===== src/logic/sesp_pkg.sv =====
package sesp_pkg;
   localparam int ADDR_W = 13;
   localparam int CNT_W = 20;

   // Serial opcodes
   localparam logic [7:0] OP_ARM = 8'h06;
   localparam logic [7:0] OP_DISARM = 8'h04;
   localparam logic [7:0] OP_FETCH = 8'h05;
   localparam logic [7:0] OP_STORE = 8'h01;
   localparam logic [7:0] OP_READ = 8'h03;
   localparam logic [7:0] OP_WRITE = 8'h02;

   // Status byte fields
   localparam int SB_LOCK = 7;
   localparam int SB_PS_HI = 3;
   localparam int SB_PS_LO = 2;
   localparam int SB_LATCH = 1;
   localparam int SB_BUSY = 0;

   // Lower bounds of the guarded region per protect size
   localparam logic [ADDR_W-1:0] PROT_QUARTER = 13'h1800;
   localparam logic [ADDR_W-1:0] PROT_HALF = 13'h1000;
   localparam logic [1:0] PS_NONE = 2'h0;
   localparam logic [1:0] PS_QUARTER = 2'h1;
   localparam logic [1:0] PS_HALF = 2'h2;

   // Delivery state of the non-volatile bits
   localparam logic SB_LOCK_RST = 1'h0;
   localparam logic [1:0] PS_RST = 2'h0;

   // Pin vector positions and synchroniser reset
   localparam int PIN_CS = 3;
   localparam int PIN_SCK = 2;
   localparam int PIN_MOSI = 1;
   localparam int PIN_WP = 0;
   localparam logic [3:0] PIN_RST = 4'h0;

   // Self-timed status-store cycle
   localparam int CLK_MHZ = 200;
   localparam int STORE_TIME_NS = 5000000;
   localparam int STORE_CYCLES_DEF = STORE_TIME_NS / 1000 * CLK_MHZ;

   localparam logic [2:0] BIT_LAST = 3'h7;
   localparam logic [1:0] ADDR_BYTES = 2'h2;

   typedef enum logic [1:0] {PH_DESEL, PH_OPC, PH_BODY, PH_MUTE} sesp_phase_t;
endpackage

===== src/logic/sesp_core.sv =====
`timescale 1ns/1ps
module sesp_core #(
   parameter int unsigned STORE_CYCLES = sesp_pkg::STORE_CYCLES_DEF
) (
   input  wire logic                        sys_clk,
   input  wire logic                        rst,
   input  wire logic                        spi_cs_n,
   input  wire logic                        spi_sck,
   input  wire logic                        spi_mosi,
   input  wire logic                        wp_n,
   input  wire logic                        mem_busy,
   output logic                             spi_miso,
   output logic                             spi_miso_oe,
   output logic                             mem_write_start,
   output logic [sesp_pkg::ADDR_W-1:0]      mem_write_addr,
   output logic [7:0]                       protection_status_reg
);
   import sesp_pkg::*;

   // Pin synchronisers: three stages, a level counts once stages two and three agree
   logic [3:0] pin_s1;
   logic [3:0] pin_s2;
   logic [3:0] pin_s3;
   logic [3:0] pin_lvl;
   logic [3:0] pin_lvl_d;
   logic [3:0] next_pin_lvl;

   always_comb begin
      next_pin_lvl = (~(pin_s2 ^ pin_s3) & pin_s3) | ((pin_s2 ^ pin_s3) & pin_lvl);
   end

   always_ff @(posedge sys_clk or posedge rst) begin
      if (rst) begin
         pin_s1 <= PIN_RST;
         pin_s2 <= PIN_RST;
         pin_s3 <= PIN_RST;
         pin_lvl <= PIN_RST;
         pin_lvl_d <= PIN_RST;
      end else begin
         pin_s1 <= {spi_cs_n, spi_sck, spi_mosi, wp_n};
         pin_s2 <= pin_s1;
         pin_s3 <= pin_s2;
         pin_lvl <= next_pin_lvl;
         pin_lvl_d <= pin_lvl;
      end
   end

   // Select level resets low, so a pin held low from power-up never selects:
   // the device needs a real falling edge first.
   logic cs_fall;
   logic cs_rise;
   logic sck_rise;
   logic sck_fall;
   logic mosi_bit;
   logic wp_high;
   assign cs_fall = ~pin_lvl[PIN_CS] & pin_lvl_d[PIN_CS];
   assign cs_rise = pin_lvl[PIN_CS] & ~pin_lvl_d[PIN_CS];
   assign sck_rise = pin_lvl[PIN_SCK] & ~pin_lvl_d[PIN_SCK];
   assign sck_fall = ~pin_lvl[PIN_SCK] & pin_lvl_d[PIN_SCK];
   assign mosi_bit = pin_lvl[PIN_MOSI];
   assign wp_high = pin_lvl[PIN_WP];

   // Protocol and status state
   sesp_phase_t             phase;
   sesp_phase_t             next_phase;
   logic [7:0]              cmd;
   logic [7:0]              next_cmd;
   logic [7:0]              in_sh;
   logic [7:0]              next_in_sh;
   logic [2:0]              bit_cnt;
   logic [2:0]              next_bit_cnt;
   logic [1:0]              byte_cnt;
   logic [1:0]              next_byte_cnt;
   logic [ADDR_W-1:0]       addr;
   logic [ADDR_W-1:0]       next_addr;
   logic [7:0]              store_data;
   logic [7:0]              next_store_data;
   logic [7:0]              pend;
   logic [7:0]              next_pend;
   logic [CNT_W-1:0]        store_cnt;
   logic [CNT_W-1:0]        next_store_cnt;
   logic                    store_busy;
   logic                    next_store_busy;
   logic                    write_latch_flag;
   logic                    next_write_latch_flag;
   logic                    status_lock_bit;
   logic                    next_status_lock_bit;
   logic [1:0]              protect_size;
   logic [1:0]              next_protect_size;
   logic [7:0]              out_sh;
   logic [7:0]              next_out_sh;
   logic [2:0]              out_cnt;
   logic [2:0]              next_out_cnt;
   logic                    next_miso;
   logic                    next_miso_oe;
   logic                    next_wr_start;
   logic [ADDR_W-1:0]       next_wr_addr;
   logic                    write_busy_flag;
   logic                    pin_locked_mode;
   logic                    addr_guarded;
   logic                    eighth_done;
   logic [7:0]              byte_in;
   logic [7:0]              status_byte;

   assign write_busy_flag = store_busy | mem_busy;
   assign pin_locked_mode = status_lock_bit & ~wp_high;
   assign byte_in = {in_sh[6:0], mosi_bit};
   assign eighth_done = (bit_cnt == BIT_LAST);
   // Layout puts zeros in 6..4 regardless of what was stored
   assign status_byte = {status_lock_bit, 3'h0, protect_size,
                         write_latch_flag, write_busy_flag};

   always_comb begin
      unique case (protect_size)
         PS_NONE:    addr_guarded = 1'b0;
         PS_QUARTER: addr_guarded = (addr >= PROT_QUARTER);
         PS_HALF:    addr_guarded = (addr >= PROT_HALF);
         default:    addr_guarded = 1'b1;
      endcase
   end

   always_comb begin
      next_phase = phase;
      next_cmd = cmd;
      next_in_sh = in_sh;
      next_bit_cnt = bit_cnt;
      next_byte_cnt = byte_cnt;
      next_addr = addr;
      next_store_data = store_data;
      next_pend = pend;
      next_store_cnt = store_cnt;
      next_store_busy = store_busy;
      next_write_latch_flag = write_latch_flag;
      next_status_lock_bit = status_lock_bit;
      next_protect_size = protect_size;
      next_out_sh = out_sh;
      next_out_cnt = out_cnt;
      next_miso = spi_miso;
      next_miso_oe = spi_miso_oe;
      next_wr_start = 1'b0;
      next_wr_addr = mem_write_addr;

      // End of the self-timed store: old protection stays in force until here
      if (store_busy) begin
         next_store_cnt = store_cnt - 1'b1;
         if (store_cnt == {{(CNT_W-1){1'b0}}, 1'b1}) begin
            next_store_busy = 1'b0;
            next_status_lock_bit = pend[SB_LOCK];
            next_protect_size = {pend[SB_PS_HI], pend[SB_PS_LO]};
            next_write_latch_flag = 1'b0;
         end
      end

      if (cs_fall) begin
         next_phase = PH_OPC;
         next_bit_cnt = 3'h0;
         next_byte_cnt = 2'h0;
         next_out_cnt = 3'h0;
      end else if (cs_rise) begin
         next_phase = PH_DESEL;
         next_miso_oe = 1'b0;
         // Select must rise between the eighth bit's rise and the next rise
         if (phase == PH_BODY && bit_cnt == 3'h0) begin
            unique case (cmd)
               OP_ARM: begin
                  if (byte_cnt == 2'h0) begin
                     next_write_latch_flag = 1'b1;
                  end
               end
               OP_DISARM: begin
                  if (byte_cnt == 2'h0) begin
                     next_write_latch_flag = 1'b0;
                  end
               end
               OP_STORE: begin
                  // Refused without latch, while busy, or in pin-locked mode
                  if (byte_cnt != 2'h0 && write_latch_flag && !write_busy_flag
                      && !pin_locked_mode) begin
                     next_pend = store_data;
                     next_store_cnt = CNT_W'(STORE_CYCLES);
                     next_store_busy = 1'b1;
                  end
               end
               OP_WRITE: begin
                  if (byte_cnt == 2'h3 && write_latch_flag && !write_busy_flag
                      && !addr_guarded) begin
                     next_wr_start = 1'b1;
                     next_wr_addr = addr;
                     next_write_latch_flag = 1'b0;
                  end
               end
               default: begin
               end
            endcase
         end
      end else if ((phase == PH_OPC || phase == PH_BODY) && sck_rise) begin
         next_in_sh = byte_in;
         next_bit_cnt = bit_cnt + 1'b1;
         if (eighth_done && phase == PH_OPC) begin
            next_cmd = byte_in;
            unique case (byte_in)
               OP_ARM, OP_DISARM, OP_FETCH, OP_STORE, OP_WRITE: begin
                  next_phase = PH_BODY;
               end
               OP_READ: begin
                  // Array read is not served while a write cycle runs
                  next_phase = write_busy_flag ? PH_MUTE : PH_BODY;
               end
               default: begin
                  next_phase = PH_MUTE;
               end
            endcase
         end else if (eighth_done) begin
            if (byte_cnt != 2'h3) begin
               next_byte_cnt = byte_cnt + 1'b1;
            end
            if (cmd == OP_STORE && byte_cnt == 2'h0) begin
               next_store_data = byte_in;
            end
            if (cmd == OP_WRITE && byte_cnt < ADDR_BYTES) begin
               next_addr = {addr[4:0], byte_in};
            end
         end
      end else if (phase == PH_BODY && cmd == OP_FETCH && sck_fall) begin
         // Fresh snapshot each byte, so a running busy cycle is visible
         next_miso_oe = 1'b1;
         next_out_cnt = out_cnt + 1'b1;
         if (out_cnt == 3'h0) begin
            next_miso = status_byte[7];
            next_out_sh = {status_byte[6:0], 1'b0};
         end else begin
            next_miso = out_sh[7];
            next_out_sh = {out_sh[6:0], 1'b0};
         end
      end
   end

   always_ff @(posedge sys_clk or posedge rst) begin
      if (rst) begin
         phase <= PH_DESEL;
         cmd <= 8'h00;
         in_sh <= 8'h00;
         bit_cnt <= 3'h0;
         byte_cnt <= 2'h0;
         addr <= '0;
         store_data <= 8'h00;
         pend <= 8'h00;
         store_cnt <= '0;
         store_busy <= 1'b0;
         write_latch_flag <= 1'b0;
         status_lock_bit <= SB_LOCK_RST;
         protect_size <= PS_RST;
         out_sh <= 8'h00;
         out_cnt <= 3'h0;
         spi_miso <= 1'b0;
         spi_miso_oe <= 1'b0;
         mem_write_start <= 1'b0;
         mem_write_addr <= '0;
         protection_status_reg <= 8'h00;
      end else begin
         phase <= next_phase;
         cmd <= next_cmd;
         in_sh <= next_in_sh;
         bit_cnt <= next_bit_cnt;
         byte_cnt <= next_byte_cnt;
         addr <= next_addr;
         store_data <= next_store_data;
         pend <= next_pend;
         store_cnt <= next_store_cnt;
         store_busy <= next_store_busy;
         write_latch_flag <= next_write_latch_flag;
         status_lock_bit <= next_status_lock_bit;
         protect_size <= next_protect_size;
         out_sh <= next_out_sh;
         out_cnt <= next_out_cnt;
         spi_miso <= next_miso;
         spi_miso_oe <= next_miso_oe;
         mem_write_start <= next_wr_start;
         mem_write_addr <= next_wr_addr;
         protection_status_reg <= status_byte;
      end
   end
endmodule


===== config.mk =====
export PLATFORM = sky130hd
export DESIGN_NAME = sesp_core
export DESIGN_NICKNAME = d
export VERILOG_FILES = /design/src/logic/sesp_pkg.sv /design/src/logic/sesp_core.sv
export SDC_FILE = /design/constraint.sdc
export NUM_CORES = 1
export LEC_CHECK = 0
export BUFFER_PORTS_ARGS = -buffer_cell sky130_fd_sc_hd__buf_2
export CAP_MARGIN = 10
export CORE_AREA = 5 5 95 132
export DETAILED_ROUTE_END_ITERATION = 12
export DIE_AREA = 0 0 100 137
export GPL_ROUTABILITY_DRIVEN = 0
export GPL_TIMING_DRIVEN = 0
export PLACE_DENSITY = 0.64
export REMOVE_ABC_BUFFERS = 1
export SLEW_MARGIN = 25
export SYNTH_ARGS = -nofsm -noshare
export SYNTH_HDL_FRONTEND = slang
export SYNTH_SLANG_ARGS = --single-unit

===== constraint.sdc =====
create_clock -name sys_clk -period 4 [get_ports sys_clk]
set_input_delay 0.4 -clock sys_clk [delete_from_list [all_inputs] [get_ports sys_clk]]
set_output_delay 0.4 -clock sys_clk [all_outputs]
set_load 0.03 [all_outputs]

# Word level (Yosys, flattened, before mapping)
# Index checks and enable logic that the tools add are counted.
# totals
reg_bits	128
input_bits	7
output_inout_bits	24
# classes
add_sub_neg	4
magnitude_cmp	3
eq_ne	23
muxes	52
bitwise_logic	20
reduce_logical	43
# op_table
operator	count
$mux 20	6
$eq 8x3->1 const B	6
$ge 13x13->1 const B	2
$mux 1	25
$eq 8x2->1 const B	3
$mux 3	7
$eq 20x1->1 const B	1
$mux 2	10
$sub 20x1->20 const B	1
$eq 8x1->1 const B	2
$reduce_and 5->1	3
$logic_and 1x1->1	13
$reduce_and 6->1	2
$reduce_bool 2->1	6
$ne 2x2->1 const B	5
$not 1->1	9
$reduce_and 3->1	3
$and 4x4->4	2
$mux 8	1
$reduce_and 4->1	2
$add 3x1->3 const B	2
$eq 2x2->1 const B	3
$logic_not 3->1	2
$pmux 1 s3	2
16 further kinds	27

# Logic depth before layout (Yosys ltp)
# Gate-level depths: netlist of run 1.
# logic_depth
depth_word	9
ltp_mapped	10
ltp_nobuf	7

# Least setup slack after synthesis of run 1
# No wires, ideal clock.
# synth_path
kind	register -> register
start	reg phase[0]
end	reg addr[0]
arrival_time_ps	2278
path_slack_ps	1597
path_stages_with_launch	10
n_path_buf	2
cell_sequence	dfrtp_1 > inv_1 > ha_1 > nor3b_4 > nand2_2 > or2_4 > or4_4 > buf_6 > buf_12 > mux2_4
# synth_via
elab_chain_len	4
word_cells_on_any_way	7
classes_between	eq/ne: 2; bitwise: 1; reduce/logical: 4
# synth_rtl
element	line_no	rtl
from (decl)	sesp_core.sv:64	sesp_phase_t phase;
from (signal assigned)	sesp_core.sv:261	phase <= next_phase;
$eq 2x1->1 / $eq 2x2->1 (equally long branches)	sesp_core.sv:196, sesp_core.sv:199	
$logic_or 1x1->1 / $logic_and 1x1->1 (equally long branches)	sesp_core.sv:196, sesp_core.sv:199	
$logic_and 1x1->1 / $not 1->1 (equally long branches)	-	
$reduce_and 6->1 (no line) *	-	
to (signal assigned)	sesp_core.sv:266	addr <= next_addr;
to (decl)	sesp_core.sv:74	logic [ADDR_W-1:0] addr;
# Every way passes the cells marked *; elsewhere a longest branch is shown, timed or not.
# A chain may end at the register's enable or synchronous reset.

# Final worst setup path of run 1
# layout_path
start	reg pin_lvl_d[3]
end	reg mem_write_addr[3] (netlist name)
# layout_via
elab_chain_len	3
word_cells_on_any_way	5
classes_between	bitwise: 4; reduce/logical: 1
# layout_rtl
element	line_no	rtl
from (decl)	sesp_core.sv:25	logic [3:0] pin_lvl_d;
from (signal assigned)	sesp_core.sv:44	pin_lvl_d <= pin_lvl;
$and 1x1->1 / $not 1->1 (equally long branches)	sesp_core.sv:56, sesp_core.sv:57	
$not 1->1 (no line) / $and 1x1->1 (equally long branches)	-	
$reduce_and 5->1 (no line) *	-	
to (signal assigned)	sesp_core.sv:279	mem_write_addr <= next_wr_addr;
to (decl)	sesp_core.sv:15	output logic [sesp_pkg::ADDR_W-1:0] mem_write_addr,
# Marks and branches as above.

==> metrics, run 1 <==
crit path launch type=register; worst setup margin=1.458 ns; status=complete, no violations; Adder-Cell Fraction of Synth Area=0.04136; xor and xnor area share after synthesis=0.03038; RSZ-0062 raised after global routing=no; HPWL Detailed=5917 um; Arrival @ worst endpoint=2.83 ns; io pins=31; PortBufs=27; yosys synthesis warning count=0; share of cells above drive strength 1=0.2706; fill count=983; #FFs+latches synth=115; Residual DRC=0; CTS tree=yes; Skew-Pair Late Insertion Delay=0.40 ns; Diodes inserted=0; die width=100 um; nets=444; Area contributors post-synth=dfrtp_1, mux2_2, ha_1, mux2_4, nand2_1; routed vias=2958; fin crit share=0.6354; WL final=8709 um; final core occ=0.5114; max_cap viols=0; standard-cell rows=46; CTS resizes=0; H-Tree Level Count=4; Num CTS Buffers=17; vias in the first global route=3080; Slew Viols, Final=0; mux cell area share after synthesis=0.1307; Worst Reg-to-Reg Cells=6; Mapped Area=0.004901 sq mm; top achievable clock speed=393.5 MHz; Area Overhead vs Synth=17.10%; clock period minus worst slack=2.542 ns; Sink Count=115; Reg with most FFs=store_cnt; clk slew on worst S/H paths=0.05 ns; Starting Density=0.4367; Post-synth EDFFs=0; Synth Area in Compound Gates=0.05591; routed vias/inst=5.100; fraction of registers with async set/reset=1.000; Crit Path Max Fanout=13; Rel. slew slack=0.4975; first-pass GRT wire length=15020 um; worst path cell trace=inv_1 -> ha_1 -> nand4b_1 -> nor2_1 -> and4b_1 -> mux2_2; post-synthesis simple-gate area fraction=0.1205; worst hold path type=primary input to asynchronous set/reset pin; total gr overflow=0; clk root buf=clkbuf_16; largest family of logic cells by synthesized area=multiplexers; Avg Inst Size Synth=12.57 sq um; sequential-to-total area share from yosys stat=0.5872; Crit path required time=4.28 ns; largest area contributor in the netlist=dfrtp_1; Worst-Margin Slew=0.7533 ns; final setup fails=0; Worst R2R End=mem_write_addr[3]; skew final=0.007729 ns; static leakage=2.659 nW; Synth top area share=0.5872; Worst path max stage delay=0.66 ns; setup slack at placement=1.479 ns; Max IR drop VDD=0.0003219 V; Unique masters post-synth=56; First DRT Iteration DRCs=94; Die Y=137 um; Top Registers=store_cnt: 20 flops, addr: 13 flops, mem_write_addr: 13 flops; Post-CTS Repair Setup Buffers=0; initial antenna violation count=0; R2R Setup Slk=1.46 ns; core outline area=0.01122 sq mm; Slowest cell on crit path=and4b_1; Wirelength per Cell=15.02 um; pin count of the biggest net entering global routing=63; Largest register FFs=20; Mapped Cells=390; final hold violations=0; WS Path Type=register to register; most frequent cell after synthesis=dfrtp_1; setup TNS=0 ns; Pwr Total=2.920 mW; total global routing track utilization=0.1417; # hold bufs at CTS=0; Commonest cells post-synth=dfrtp_1, mux2_2, nand2_1; Power per Cell Area=508.7 mW/mm^2; Crit. End Element=register; Max clock buf depth=2; drt pass-1 iters=4; most common flop cell mapped by yosys=dfrtp_1; antenna-violating nets left=0; worst reg2reg startpoint=pin_lvl_d[3]; Die Area=0.01370 sq mm
## how the worst max path moves through the flow
| stage | start | endpoint | depth (start not counted) |
|---|---|---|---|
| after floorplan | rst | asynchronous set/reset pin | 1 |
| after global placement | rst | pin_s1[2] | 2 |
| after detailed placement | register | store_data[2] | 7 |
| after CTS | register | store_data[2] | 7 |
| after global routing | pin_lvl_d[3] | mem_write_addr[3] | 6 |
| final | pin_lvl_d[3] | mem_write_addr[3] | 6 |
## report_power, final
part	internal (mW)	switching, mW	total [mW]	leakage, nW
combinational	0.0814	0.0941	0.175	0.922
sequential	1.22	0.0709	1.29	1.46
clock	0.955	0.495	1.45	0.281
total	2.26	0.660	2.92	2.66
## routing by layer
metal / wire [um] / part of all wire / up-vias / GRT usage
met1: 3784 / 0.43 / 1492 / 0.1682
li1: - / - / 1409 / -
met2: 4450 / 0.51 / 45 / 0.2327
met4: 171 / 0.020 / 0 / 0.07266
met3: 302 / 0.035 / 12 / 0.04182
met5: 0 / 0 / - / 0
## cells in the final DEF (no fill, tap or decap), types with 2 or more instances in the layout
cell        synthesis  final
buf_2               3     27
clkbuf_8            0      3
clkinv_2            0      5
nand4b_1            3      3
conb_1              1      3
o21bai_1            2      2
nor4_1              7      7
a21o_1              3      3
clkinvlp_4          0      3
mux2_4             10     10
nand3_1             5      5
nor2_1             29     29
dfrtp_1           115    115
mux2i_1             4      4
bufinv_16           0      2
a21oi_1             6      6
xor2_1              7      7
clkbuf_16           0     17
and4b_1             3      3
o21ai_0            12     12
a32o_1              4      4
ha_1               13     13
or3_1               3      3
mux2_2             40     40
xnor2_1            10     10
inv_1              18     17
o31ai_1             4      4
nor3_1             11     11
nand2b_1            4      4
nand2_1            32     32
maj3_1              4      4
## critical path, delay by kind of cell (launching register included)
kind	cells	cell delay, ns
AND/OR/NAND/NOR	3	1.18
multiplexers	1	0.41
adder cells (fa/ha/maj)	1	0.39
flip-flops	1	0.38
buffers and inverters	1	0.06
## per-stage QoR
| stage | hold slack [ns] | area [sq um] | instances |
|---|---|---|---|
| detailed placement | 0.3365 | 5161 | 549 |
| global route | 0.08273 | 5739 | 580 |
| floorplan | 0.3312 | 4813 | 377 |
| global placement | 0.3320 | 5129 | 548 |
| finish | 0.05391 | 5739 | 580 |
| CTS | 0.05765 | 5739 | 580 |
## logic make-up after synthesis
group / count (synthesis)
other cells: 1
fa+ha+maj: 17
simple gates: 113
xor+xnor: 17
buf+inv: 33
compound gates: 40
mux: 54
flops: 115
## final cells by class
cell class,instances,area [sq um],area share
sequential,115,2878,0.5014
clock inverter,10,107.6,0.01875
timing repair buffer,28,162.7,0.02834
clock buffer,21,470.5,0.08197
multi-input combinational,244,1868,0.3255
tap,144,180.2,0.03139
inverter,18,72.57,0.01264
(Power assumes the default switching activity.)
==> run 2, diff against run 1 <==
--- a/config.mk
+++ b/config.mk
@@ -12,7 +12,7 @@
 export DIE_AREA = 0 0 100 137
 export GPL_ROUTABILITY_DRIVEN = 0
 export GPL_TIMING_DRIVEN = 0
-export PLACE_DENSITY = 0.64
+export PLACE_DENSITY = 0.66
 export REMOVE_ABC_BUFFERS = 1
 export SLEW_MARGIN = 25
 export SYNTH_ARGS = -nofsm -noshare
==> constraint.sdc (replaced) <==
create_clock -name sys_clk -period 2.32 [get_ports sys_clk]
set_input_delay 0.232 -clock sys_clk [delete_from_list [all_inputs] [get_ports sys_clk]]
set_output_delay 0.232 -clock sys_clk [all_outputs]
set_load 0.03 [all_outputs]
==> metrics, run 2 (synthesis results as in run 1) <==
hold_sp=mem_busy; pin count of the biggest net entering global routing=73; nets=460; antenna-violating nets left=0; CTS tree=yes; cell depth of the worst hold path=3; core outline area=0.01122 sq mm; Crit Path Max Fanout=7; Num CTS Buffers=17; io pins=31; CP Depth=7; Largest register FFs=20; Rel. slew slack=0.6216; Wirelength per Cell=15.07 um; WS Path Type=register to register; Diodes inserted=0; H-Tree Level Count=4; clk root buf=clkbuf_16; routed vias/inst=5.035; Worst R2R End=addr[5]; fin cells=595; PortBufs=27; Crit. End Element=register; fin crit share=0.9894; Arrival @ worst endpoint=2.58 ns; Critical Path Start=phase[0]; R2R Setup Slk=0.02 ns; Residual DRC=0; met3 routed WL=284 um; top achievable clock speed=435.7 MHz; placed insts=549; routed vias=2996; Area Overhead vs Synth=22.64%; crit path launch type=register; skew final=0.009602 ns; initial antenna violation count=0; Sink Count=115; Skew-Pair Late Insertion Delay=0.40 ns; static leakage=2.755 nW; total gr overflow=0; commonest non-fill, non-tap cells in the layout=dfrtp_1, mux2_2, nand2_1; max layer used=met4; first-pass GRT wire length=15390 um; status=complete, no violations; final hold violations=0; clock period minus worst slack=2.295 ns; standard-cell rows=46; Max IR drop VDD=0.0006071 V; Reg with most FFs=store_cnt; Power per Cell Area=896.9 mW/mm^2; worst hold path type=primary input to register; First DRT Iteration DRCs=110; worst reg2reg startpoint=phase[0]; RSZ-0062 raised after global routing=yes; total global routing track utilization=0.1451; footprint of the multi-input gates=0.001963 sq mm; Max clock buf depth=2; Die Y=137 um; die width=100 um; Starting Density=0.4367; share of cells above drive strength 1=0.3082; Top Registers=store_cnt: 20 flops, addr: 13 flops, mem_write_addr: 13 flops; Worst Reg-to-Reg Cells=7; Worst path max stage delay=0.60 ns; worst path cell trace=inv_2 -> ha_4 -> nor3b_4 -> nand2_2 -> or2_4 -> or4_4 -> mux2_4; Die Area=0.01370 sq mm; Crit path required time=2.60 ns; WL final=8964 um; HPWL Detailed=5885 um; Slew Viols, Final=0; wl on met1=3917 um; vias in the first global route=3122; Worst-Margin Slew=0.5660 ns; fill count=980; final setup fails=0; family with the most delay on the worst path=simple AND/OR/NAND/NOR gates; Pwr Total=5.391 mW; clk slew on worst S/H paths=0.05 ns; CP Buf/Inv Count=1; hold slack=0.1012 ns; WL met2=4543 um; max_cap viols=0; most common cell after layout, fill and taps aside=dfrtp_1; CP endpoint=addr[5]; Reg area=0.002878 sq mm; Slowest cell on crit path=or4_4; drt pass-1 iters=4
run 2: metal layers:
| layer | global-route usage | vias up |
|---|---|---|
| met3 | 0.03621 | 20 |
| met4 | 0.07416 | 0 |
| met5 | 0 | - |
| met2 | 0.2365 | 45 |
| li1 | - | 1452 |
| met1 | 0.1782 | 1479 |
run 2: final cells by class:
type,instances,area share
clock buffers,20,0.07431
clock inverters,10,0.03039
inverters,18,0.01207
multi-input cells,245,0.3266
flip-flops and latches,115,0.4788
well taps,144,0.02998
repair buffers,43,0.04788
run 2: worst reg2reg max path, cell delays in order, from the launching register on:
cell and delay, ns:
dfrtp_1 0.40, inv_2 0.08, ha_4 0.20, nor3b_4 0.21, nand2_2 0.08, or2_4 0.27, or4_4 0.60, mux2_4 0.34
run 2: how the worst min path moves through the flow:
stage / slack (ns) / end
final: 0.10 / protection_status_reg[0]
after global routing: 0.10 / protection_status_reg[0]
after CTS: 0.08 / protection_status_reg[0]
after detailed placement: 0.28 / protection_status_reg[7]
after global placement: 0.33 / pin_s2[3]
after floorplan: 0.26 / pin_s1[0]
run 2: metrics by stage:
step / instance area, sq um / util / worst slack (ns) / setup TNS [ns]
finish: 6011 / 0.5356 / 0.02470 / 0
global route: 6011 / 0.5356 / -0.05181 / -0.3393
CTS: 5904 / 0.5261 / -0.003745 / -0.007244
detailed placement: 5161 / 0.4599 / -0.2516 / -6.955
global placement: 5129 / 0.4570 / -2.103 / -246.19
floorplan: 4813 / - / -0.9561 / -109.95
run 2: power breakdown:
group / leakage [nW] / internal [mW] / switching (mW)
logic: 1.00 / 0.206 / 0.188
registers: 1.46 / 2.11 / 0.120
clock network: 0.298 / 1.91 / 0.854
total: 2.76 / 4.23 / 1.16
run 2: repair_timing:
| item | CTS | global route |
|---|---|---|
| buffers inserted | 1 | 9 |
| hold buffers | 5 | 0 |
| setup endpoints to repair | 44 | 46 |
| endpoints found under the hold margin | 47 | 0 |
| pin swaps | 1 | 7 |
| resized for setup | 11 | 10 |
| cloned | 1 | 0 |
